File: src/shared/cfgbank_pkg.sv
// constants, types and reset values of the video receiver configuration bank
// assumes an APB master with 32-bit data and byte addresses
`default_nettype none
package cfgbank_pkg;
  localparam int APB_AW = 10;
  localparam int NPIN = 8;
  localparam int PCFG_W = 6;
  // pin config bit: 1 = pin is an input, 0 = pin is driven
  localparam int PCFG_DIR = 5;
  // register indices; byte address is four times the index
  localparam logic [7:0] REG_EDH0 = 8'h01;
  localparam logic [7:0] REG_EDH1 = 8'h02;
  localparam logic [7:0] REG_EDH2 = 8'h03;
  localparam logic [7:0] REG_ANC0 = 8'h04;
  localparam logic [7:0] REG_ANC1 = 8'h05;
  localparam logic [7:0] REG_ANC2 = 8'h06;
  localparam logic [7:0] REG_ANC3 = 8'h07;
  localparam logic [7:0] REG_ANC4 = 8'h08;
  localparam logic [7:0] REG_FMT0 = 8'h0b;
  localparam logic [7:0] REG_FMT1 = 8'h0c;
  localparam logic [7:0] REG_TEST0 = 8'h0d;
  localparam logic [7:0] REG_VINFO0 = 8'h0e;
  localparam logic [7:0] REG_VINFO1 = 8'h0f;
  localparam logic [7:0] REG_ANC5 = 8'h17;
  localparam logic [7:0] REG_ANC6 = 8'h18;
  // eight pin config registers, one per pin
  localparam logic [7:0] REG_PIN0 = 8'h20;

  typedef enum logic [4:0] {
    OSEL_F = 5'h00, OSEL_V = 5'h01, OSEL_H = 5'h02, OSEL_FMT4 = 5'h03,
    OSEL_LOCK = 5'h04, OSEL_CRC = 5'h05, OSEL_EMPTY = 5'h06, OSEL_EAV = 5'h07,
    OSEL_LUMA = 5'h08, OSEL_CHROMA = 5'h09, OSEL_FFERR = 5'h0a, OSEL_APERR = 5'h0b,
    OSEL_ANCERR = 5'h0c, OSEL_CKSUM = 5'h0d, OSEL_F90 = 5'h0e, OSEL_FULL = 5'h0f,
    OSEL_OVR = 5'h10, OSEL_MSG = 5'h11, OSEL_SHORT = 5'h12, OSEL_NSP = 5'h13,
    OSEL_SAV = 5'h14, OSEL_PASS = 5'h15
  } osel_e;

  typedef enum logic [4:0] {
    ISEL_EDH_FORCE = 5'h00, ISEL_EDH_EN = 5'h01, ISEL_CKSUM_FORCE = 5'h02,
    ISEL_EXTRACT = 5'h03, ISEL_FRAMING = 5'h04, ISEL_HDITHER = 5'h05,
    ISEL_VDITHER = 5'h06, ISEL_TPG_EN = 5'h07, ISEL_BAR_FILT = 5'h08
  } isel_e;

  typedef struct packed {
    logic crc_err, crc_err_luma, crc_err_chroma;
    logic [4:0] ff_flags, ap_flags, anc_flags;
    logic ff_flag_err, ap_flag_err, anc_flag_err, cksum_err;
    logic fifo_empty, fifo_90, fifo_full, fifo_overrun;
    logic full_msg_avail, short_msg;
    logic [4:0] format;
    logic h, v, f, new_sync_position, sav, eav, lock, pass_fail;
  } stat_s;

  typedef struct packed {
    logic crc_replace, edh_force, edh_enable, cksum_force;
    logic [15:0] anc_id, anc_mask;
    logic message_tracking, msg_flush_static, fifo_flush_static;
    logic fifo_clk_en, fifo_extract_en;
    logic [2:0] vfifo_depth;
    logic [4:0] format_set;
    logic sd_only, hd_only, framing_mode, framing_enable;
    logic descramble_en, nrzi_en, lsb_clip_en, sync_detect_en;
    logic hdither_en, vdither_en, unscrambled_out, ext_vclk;
    logic [5:0] tpg_sel;
    logic tpg_en, bar_filter_enable;
    logic [1:0] ref_clk_sel;
  } ctrl_s;

  typedef struct packed {
    ctrl_s cfg;
    ctrl_s ctl_out;
    logic [NPIN*PCFG_W-1:0] pincfg;
    stat_s stat;
    logic [NPIN-1:0] mio_s1, mio_s2, mio_out, mio_oe_b;
    logic mrst_s1, mrst_s2;
    logic pready, pslverr;
    logic [31:0] prdata;
  } state_s;

  localparam ctrl_s CTRL_RST = '{anc_mask: 16'hffff, edh_enable: 1'b1, framing_mode: 1'b1,
    framing_enable: 1'b1, descramble_en: 1'b1, nrzi_en: 1'b1, lsb_clip_en: 1'b1,
    sync_detect_en: 1'b1, default: '0};
  localparam stat_s STAT_RST = '{fifo_empty: 1'b1, default: '0};
  // pin n drives output select n after reset
  localparam logic [NPIN*PCFG_W-1:0] PINCFG_RST =
    {6'h07, 6'h06, 6'h05, 6'h04, 6'h03, 6'h02, 6'h01, 6'h00};
  localparam state_s STATE_RST = '{cfg: CTRL_RST, ctl_out: CTRL_RST,
    pincfg: PINCFG_RST, stat: STAT_RST, default: '0};
endpackage : cfgbank_pkg
`default_nettype wire

File: src/logic/video_deserializer_config_regs.sv
// configuration and status register bank of a serial video receiver
// assumes an APB master on CLK_SYS, datapath status on the same clock,
// and a multifunction port whose inputs arrive asynchronously
//
// Notes on behaviour
// read-only CRC flags; combined drives pin 5
// CRC replace read/write, zero, never on pins
// three 5-bit EDH flag groups, read-only
// three flag-error summaries, pin-assignable outputs
// EDH enable one, force zero, pin inputs
// checksum force read/write input; checksum error output
// FIFO empty reads one after reset, pin 6
// FIFO 90%, full, overrun read-only outputs
// 16-bit packet identifier resets to 0000h
// 16-bit identifier mask resets to ffffh
// message/FIFO controls zero; extract enable pin input
// message available, short message read-only outputs
// 3-bit video FIFO depth resets to zero
// forced format zero; SD/HD only zero
// format, H, V, F read-only on pins 3..0
// sync position, SAV, EAV outputs; EAV pin 7
// framing mode, enable one; enable pin input
// descramble, NRZI, clip, sync enables reset one
// both de-dither enables zero, pin inputs
// lock on pin 4; unscramble, ext clock zero
// pattern select zero; enables zero; pass read-only
// reference clock select zero; 48-bit pin config
// host toggles port clock thrice after reset
// host writes address then data per clock
// reset restores defaults; manual reset active high
// assigned pin inputs override; outputs track status
//
// Added by the designer: the placing of the registers and register access over APB.
`default_nettype none
module video_deserializer_config_regs (
  // system
  input wire logic CLK_SYS,
  input wire logic RST_B,
  input wire logic MAN_RESET,
  // apb slave
  input wire logic PSEL,
  input wire logic PENABLE,
  input wire logic PWRITE,
  input wire logic [cfgbank_pkg::APB_AW-1:0] PADDR,
  input wire logic [31:0] PWDATA,
  output logic [31:0] PRDATA,
  output logic PREADY,
  output logic PSLVERR,
  // datapath
  input wire cfgbank_pkg::stat_s STATUS_IN,
  output cfgbank_pkg::ctrl_s CTRL_OUT,
  // multifunction port
  input wire logic [7:0] MIO_IN,
  output logic [7:0] MIO_OUT,
  output logic [7:0] MIO_OE_B
);
  import cfgbank_pkg::*;

  state_s q;
  state_s d;
  logic [7:0] idx;
  logic [8:0] rd;
  logic addr_ok;
  logic wr_take;
  ctrl_s eff;

  // ----------------------------------------------------------------
  // read decode: {mapped, byte}
  // ----------------------------------------------------------------
  function automatic logic [8:0] rd_reg(logic [7:0] i, ctrl_s c, stat_s s,
                                        logic [NPIN*PCFG_W-1:0] pc);
    logic [8:0] r;
    r = {1'b1, 8'h00};
    case (i)
      REG_EDH0: r[7:0] = {s.crc_err, c.edh_force, c.edh_enable, s.ff_flags};
      REG_EDH1: r[7:0] = {c.crc_replace, s.crc_err_luma, s.crc_err_chroma, s.ap_flags};
      REG_EDH2: r[7:0] = {s.ff_flag_err, s.ap_flag_err, s.anc_flag_err, s.anc_flags};
      REG_ANC0: r[7:0] = {c.vfifo_depth, s.fifo_overrun, s.fifo_empty, s.fifo_full,
                          s.cksum_err, c.cksum_force};
      REG_ANC1: r[7:0] = c.anc_id[7:0];
      REG_ANC2: r[7:0] = c.anc_id[15:8];
      REG_ANC3: r[7:0] = c.anc_mask[7:0];
      REG_ANC4: r[7:0] = c.anc_mask[15:8];
      REG_ANC5: r[7:0] = {c.fifo_extract_en, c.fifo_clk_en, s.full_msg_avail, 1'b0,
                          c.fifo_flush_static, 1'b0, c.msg_flush_static, c.message_tracking};
      REG_ANC6: r[7:0] = {s.fifo_90, s.short_msg, 6'h00};
      REG_FMT0: r[7:0] = {c.framing_mode, c.sd_only, c.hd_only, c.format_set};
      REG_FMT1: r[7:0] = {s.f, s.v, s.h, s.format};
      REG_TEST0: r[7:0] = {s.pass_fail, c.tpg_en, c.tpg_sel};
      REG_VINFO0: r[7:0] = {c.sync_detect_en, c.lsb_clip_en, c.nrzi_en, c.descramble_en,
                            c.vdither_en, c.hdither_en, c.bar_filter_enable, s.lock};
      REG_VINFO1: r[7:0] = {s.eav, s.sav, s.new_sync_position, c.ref_clk_sel,
                            c.ext_vclk, c.unscrambled_out, c.framing_enable};
      default: begin
        if (i[7:3] == REG_PIN0[7:3]) begin
          r[7:0] = {2'b00, pc[int'(i[2:0])*PCFG_W +: PCFG_W]};
        end else begin
          r = 9'h000;
        end
      end
    endcase
    return r;
  endfunction : rd_reg

  // ----------------------------------------------------------------
  // status bit routed to an output pin
  // ----------------------------------------------------------------
  function automatic logic out_sel(logic [4:0] code, stat_s s);
    logic b;
    b = 1'b0;
    case (code)
      OSEL_F: b = s.f;
      OSEL_V: b = s.v;
      OSEL_H: b = s.h;
      OSEL_FMT4: b = s.format[4];
      OSEL_LOCK: b = s.lock;
      OSEL_CRC: b = s.crc_err;
      OSEL_EMPTY: b = s.fifo_empty;
      OSEL_EAV: b = s.eav;
      OSEL_LUMA: b = s.crc_err_luma;
      OSEL_CHROMA: b = s.crc_err_chroma;
      OSEL_FFERR: b = s.ff_flag_err;
      OSEL_APERR: b = s.ap_flag_err;
      OSEL_ANCERR: b = s.anc_flag_err;
      OSEL_CKSUM: b = s.cksum_err;
      OSEL_F90: b = s.fifo_90;
      OSEL_FULL: b = s.fifo_full;
      OSEL_OVR: b = s.fifo_overrun;
      OSEL_MSG: b = s.full_msg_avail;
      OSEL_SHORT: b = s.short_msg;
      OSEL_NSP: b = s.new_sync_position;
      OSEL_SAV: b = s.sav;
      OSEL_PASS: b = s.pass_fail;
      default: b = 1'b0;
    endcase
    return b;
  endfunction : out_sel

  // ----------------------------------------------------------------
  // next state
  // ----------------------------------------------------------------
  always_comb begin
    d = q;
    idx = PADDR[9:2];
    rd = rd_reg(idx, q.cfg, q.stat, q.pincfg);
    addr_ok = rd[8] && (PADDR[1:0] == 2'b00);
    wr_take = PSEL && PENABLE && q.pready && PWRITE && addr_ok;
    // pins are asynchronous: two stages before use
    d.mio_s1 = MIO_IN;
    d.mio_s2 = q.mio_s1;
    d.mrst_s1 = MAN_RESET;
    d.mrst_s2 = q.mrst_s1;
    d.stat = STATUS_IN;
    // one wait state, so the read byte comes from a flop
    d.pready = 1'b0;
    d.pslverr = 1'b0;
    if (PSEL && PENABLE && !q.pready) begin
      d.pready = 1'b1;
      d.pslverr = !addr_ok;
      d.prdata = (PWRITE || !addr_ok) ? 32'h0000_0000 : {24'h00_0000, rd[7:0]};
    end
    // read-only bits of a written register are left alone
    if (wr_take) begin
      case (idx)
        REG_EDH0: {d.cfg.edh_force, d.cfg.edh_enable} = PWDATA[6:5];
        REG_EDH1: d.cfg.crc_replace = PWDATA[7];
        REG_ANC0: begin
          d.cfg.vfifo_depth = PWDATA[7:5];
          d.cfg.cksum_force = PWDATA[0];
        end
        REG_ANC1: d.cfg.anc_id[7:0] = PWDATA[7:0];
        REG_ANC2: d.cfg.anc_id[15:8] = PWDATA[7:0];
        REG_ANC3: d.cfg.anc_mask[7:0] = PWDATA[7:0];
        REG_ANC4: d.cfg.anc_mask[15:8] = PWDATA[7:0];
        REG_ANC5: begin
          {d.cfg.fifo_extract_en, d.cfg.fifo_clk_en} = PWDATA[7:6];
          d.cfg.fifo_flush_static = PWDATA[3];
          {d.cfg.msg_flush_static, d.cfg.message_tracking} = PWDATA[1:0];
        end
        REG_FMT0: {d.cfg.framing_mode, d.cfg.sd_only, d.cfg.hd_only,
                   d.cfg.format_set} = PWDATA[7:0];
        REG_TEST0: {d.cfg.tpg_en, d.cfg.tpg_sel} = PWDATA[6:0];
        REG_VINFO0: {d.cfg.sync_detect_en, d.cfg.lsb_clip_en, d.cfg.nrzi_en,
                     d.cfg.descramble_en, d.cfg.vdither_en, d.cfg.hdither_en,
                     d.cfg.bar_filter_enable} = PWDATA[7:1];
        REG_VINFO1: {d.cfg.ref_clk_sel, d.cfg.ext_vclk, d.cfg.unscrambled_out,
                     d.cfg.framing_enable} = PWDATA[4:0];
        default: begin
          if (idx[7:3] == REG_PIN0[7:3]) begin
            d.pincfg[int'(idx[2:0])*PCFG_W +: PCFG_W] = PWDATA[PCFG_W-1:0];
          end
        end
      endcase
    end
    // pins assigned as inputs override the stored control
    eff = q.cfg;
    for (int p = 0; p < NPIN; p++) begin
      if (q.pincfg[p*PCFG_W+PCFG_DIR]) begin
        case (q.pincfg[p*PCFG_W +: 5])
          ISEL_EDH_FORCE: eff.edh_force = q.mio_s2[p];
          ISEL_EDH_EN: eff.edh_enable = q.mio_s2[p];
          ISEL_CKSUM_FORCE: eff.cksum_force = q.mio_s2[p];
          ISEL_EXTRACT: eff.fifo_extract_en = q.mio_s2[p];
          ISEL_FRAMING: eff.framing_enable = q.mio_s2[p];
          ISEL_HDITHER: eff.hdither_en = q.mio_s2[p];
          ISEL_VDITHER: eff.vdither_en = q.mio_s2[p];
          ISEL_TPG_EN: eff.tpg_en = q.mio_s2[p];
          ISEL_BAR_FILT: eff.bar_filter_enable = q.mio_s2[p];
          default: eff.tpg_en = eff.tpg_en;
        endcase
      end
      d.mio_out[p] = out_sel(q.pincfg[p*PCFG_W +: 5], q.stat);
      d.mio_oe_b[p] = q.pincfg[p*PCFG_W+PCFG_DIR];
    end
    d.ctl_out = eff;
    // manual reset restores the control, pin config and status defaults, not the APB response
    if (q.mrst_s2) begin
      d.cfg = CTRL_RST;
      d.pincfg = PINCFG_RST;
      d.stat = STAT_RST;
    end
  end

  always_ff @(posedge CLK_SYS or negedge RST_B) begin
    if (!RST_B) begin
      q <= STATE_RST;
    end else begin
      q <= d;
    end
  end

  assign PRDATA = q.prdata;
  assign PREADY = q.pready;
  assign PSLVERR = q.pslverr;
  assign CTRL_OUT = q.ctl_out;
  assign MIO_OUT = q.mio_out;
  assign MIO_OE_B = q.mio_oe_b;
endmodule : video_deserializer_config_regs
`default_nettype wire

File: config.mk
export PLATFORM = sky130hd
export DESIGN_NAME = video_deserializer_config_regs
export DESIGN_NICKNAME = d
export VERILOG_FILES = /design/src/shared/cfgbank_pkg.sv /design/src/logic/video_deserializer_config_regs.sv
export SDC_FILE = /design/constraint.sdc
export NUM_CORES = 1
export LEC_CHECK = 0
export ABC_CLOCK_PERIOD_IN_PS = 2900
export BUFFER_PORTS_ARGS = -buffer_cell sky130_fd_sc_hd__buf_2
export CORE_MARGIN = 2
export CORE_UTILIZATION = 43
export DETAILED_ROUTE_END_ITERATION = 10
export GPL_TIMING_DRIVEN = 1
export HOLD_SLACK_MARGIN = 0.08
export PLACE_DENSITY = 0.66
export RECOVER_POWER = 25
export SLEW_MARGIN = 15
export SYNTH_ARGS = -nofsm -noshare
export SYNTH_HDL_FRONTEND = slang
export SYNTH_SLANG_ARGS = --single-unit
File: constraint.sdc
create_clock -name CLK_SYS -period 2.9 [get_ports CLK_SYS]
set_input_delay 0.145 -clock CLK_SYS [delete_from_list [all_inputs] [get_ports CLK_SYS]]
set_output_delay 0.145 -clock CLK_SYS [all_outputs]
set_load 0.01 [all_outputs]
==> flow_summary.json <==
{
  "outcome": "finished, violations left",
  "violations": "max-capacitance violations, max-slew violations",
  "r2r-start": "q[113]",
  "grt_setup_unrepaired": "false",
  "synth_adder_area_share_pct": 0.738,
  "critPathLaunch": "q[113]",
  "fp.dieH_um": 199,
  "muxShareOfSynthArea_pct": 9.53,
  "finalPower_mw": 8.80,
  "path_class": "flip-flop to flip-flop",
  "grt_max_degree": 142,
  "rrSetupSlack_ps": 170,
  "cts_max_level": 1,
  "fin_ws_ps": 166,
  "place_congestion": 0.956,
  "final-hold-violation-count": 0,
  "min_period_ps": 2730,
  "slowest_delay_ps": 540,
  "cp_slowest_cell": "dlygate4sd3_1",
  "clk_latency_ps": 620,
  "fin_skew_ps": 74.3,
  "cts_tree": "done",
  "cap_violations": 1,
  "drc": 0,
  "via_count": 14700,
  "rows": 71,
  "synthDistinctLibCells": 90,
  "irDropWorstVdd_v": 0.000447,
  "hpwlAfterDp_um": 41300,
  "fin_crit_sh_pct": 94.3,
  "maxClockFrequency_mhz": 366,
  "synthArstFlopShare_pct": 100,
  "initial_core_util_pct": 43.4,
  "p_leak_nw": 8.17,
  "relSlewSlack_pct": -9.54,
  "cp_cell_sequence": "buf_4, mux4_2, mux2i_1, o22a_1, o221ai_1, a22o_1, dlygate4sd3_1",
  "wl_um": 58400,
  "worst-path-buf-inv": 2,
  "io_buffers": 169,
  "setup_tns_ps": 0,
  "synth_edf_count": 0,
  "hold-worst-slack_ps": 123,
  "drtIter0Drc": 1735,
  "synth_compound_area_share_pct": 16.0,
  "min-delay-path-class": "primary input to flip-flop",
  "min_to": "q[111]",
  "crit_path_end_kind": "flip-flop",
  "finalSetupViolations": 0,
  "ys_warn_count": 0,
  "cp_max_fo": 10,
  "fin_nets": 2012,
  "cts.sinks": 275,
  "wl_met2_um": 25800,
  "overflow": 0,
  "crit_family": "multiplexers",
  "r2r_cells": 7,
  "reg2reg_to": "PRDATA[4]",
  "cts.clk_slew.worst_paths_ps": 70,
  "synthFlopType": "dfrtp_1",
  "numCtsBuffers": 30,
  "highest_layer": "met4",
  "dp_slack_ps": -55.5,
  "syn_avg_cell_area_um2": 9.35,
  "dr.pass1.iters": 7,
  "fp.dieArea_um2": 39400,
  "drive_gt1_share_pct": 23.3,
  "cts_resized": 0,
  "mostFrequentLayoutCells": "215 x dfrtp_1, 190 x nand2_1, 158 x buf_2",
  "cp.arrival_ps": 3240,
  "hold_start": "PADDR[9]",
  "grt_pass1_vias": 14000,
  "synthCells": 1741,
  "antenna_found_initial": 1,
  "yosys.area_share.simple_pct": 21.1,
  "startpoint_type": "flip-flop",
  "tightestPinTransition_ps": 1640,
  "routedLengthMet1_um": 24500,
  "cts_buffer_depth": 3,
  "synth_top_family_by_area": "simple AND/OR/NAND/NOR gates",
  "grt_first_pass_wirelength_um": 87100,
  "synthesis.area_um2": 16300,
  "ys_ff_latch": 275,
  "drv_slew": 142,
  "core_area_um2": 37500,
  "post_drt_wl_per_cell_um": 23.9,
  "synth-seq-area-share_pct": 42.7,
  "cts_root_buf": "clkbuf_16",
  "ios": 218,
  "pwr_density_cell_nw_per_um2": 462,
  "critical_path_required_ps": 3400,
  "final_common_cell": "dfrtp_1",
  "wl_met3_um": 5800,
  "avgViaCountPerCell": 6.02,
  "track_usage_pct": 29.5,
  "fp.dieW_um": 199,
  "hold_depth": 3,
  "synth_xor_area_share_pct": 0.523,
  "area_delta_synth_final_pct": 17.2,
  "n_fill_cell": 3466,
  "antenna_left": 0
}
## layout make-up
cell class,instances,area [um^2],share of cell area [%]
diodes,2,5.00,0.0262
inverters,16,60.1,0.315
multi-input cells,1210,7880,41.3
flip-flops and latches,275,6960,36.5
repair buffers,373,2570,13.5
well taps,511,639,3.35
clock inverters,10,114,0.597
clock buffers,46,841,4.41
## cell usage after synthesis (13+ instances only)
master	n	area (um^2)
a21oi_1	96	480
a221oi_1	13	114
a22o_1	16	140
a22oi_1	31	233
a31oi_1	15	93.8
buf_2	24	120
buf_4	120	901
clkbuf_1	110	413
dfrtp_1	216	5410
dfstp_2	59	1550
inv_1	14	52.6
mux2_2	20	225
mux2i_1	83	831
mux4_2	22	495
nand2_1	190	713
nand2b_1	19	119
nand3_1	106	531
nand3b_1	22	165
nand4_1	13	81.3
nor2_1	95	357
nor2b_1	60	375
nor3_1	44	220
nor3b_1	15	113
o21ai_0	74	370
o22ai_1	21	131
## state kept, by name, summed over array words and instances (netlist names)
name / flops
PREADY: 1
MIO_OE_B: 8
CTRL_OUT: 71
d: 79
PRDATA: 8
PSLVERR: 1
q: 99
MIO_OUT: 8
## metrics by stage
stage	cells	cell area [um^2]	utilization [%]
final	2443	19100	50.9
after global routing	2441	19100	50.8
after CTS	2441	19100	51.0
after detailed placement	2316	17500	46.6
after global placement	2316	17500	46.6
after floorplan	1764	16400	-
## where the power goes
group	total [mW]	leakage, nW	switching (mW)	internal [mW]
sequential	4.00	3.51	0.108	3.89
clock	3.70	0.461	1.60	2.10
combinational	1.10	4.20	0.656	0.448
## layer usage
layer | GRT usage (%) | vias to the layer above
met1 | 41.7 | 7203
met3 | 4.92 | 151
met2 | 45.4 | 878
met5 | 0 | -
met4 | 11.2 | 0
li1 | - | 6486
## worst max path at each step
stage                     slack, ps  depth (start not counted)   endpoint
after floorplan                  50                         15     q[134]
after global placement          -10                         14     q[128]
after detailed placement        -60                         14     q[128]
after CTS                       160                          7  PRDATA[4]
after global routing             60                          4     q[111]
final                           170                          7  PRDATA[4]
## worst reg2reg max path, cell delays in order, from the launching register on
cell and delay [ps]:
dfrtp_1 430, buf_4 210, mux4_2 460, mux2i_1 300
o22a_1 180, o221ai_1 220, a22o_1 270, dlygate4sd3_1 540
## logic make-up after synthesis
group,after synthesis
other,1
flip-flops,275
buffers and inverters,279
multiplexers,125
AND/OR/NAND/NOR,659
XOR/XNOR,8
AO/OA/AOI/OAI,385
adder cells (fa/ha/maj),9
## what timing repair did
item                                   4_1_cts  5_1_grt
setup endpoints to repair                    0        0
buffers inserted                             0        0
hold buffers                                69        0
endpoints found under the hold margin      365        0
(Power assumes the default switching activity.)
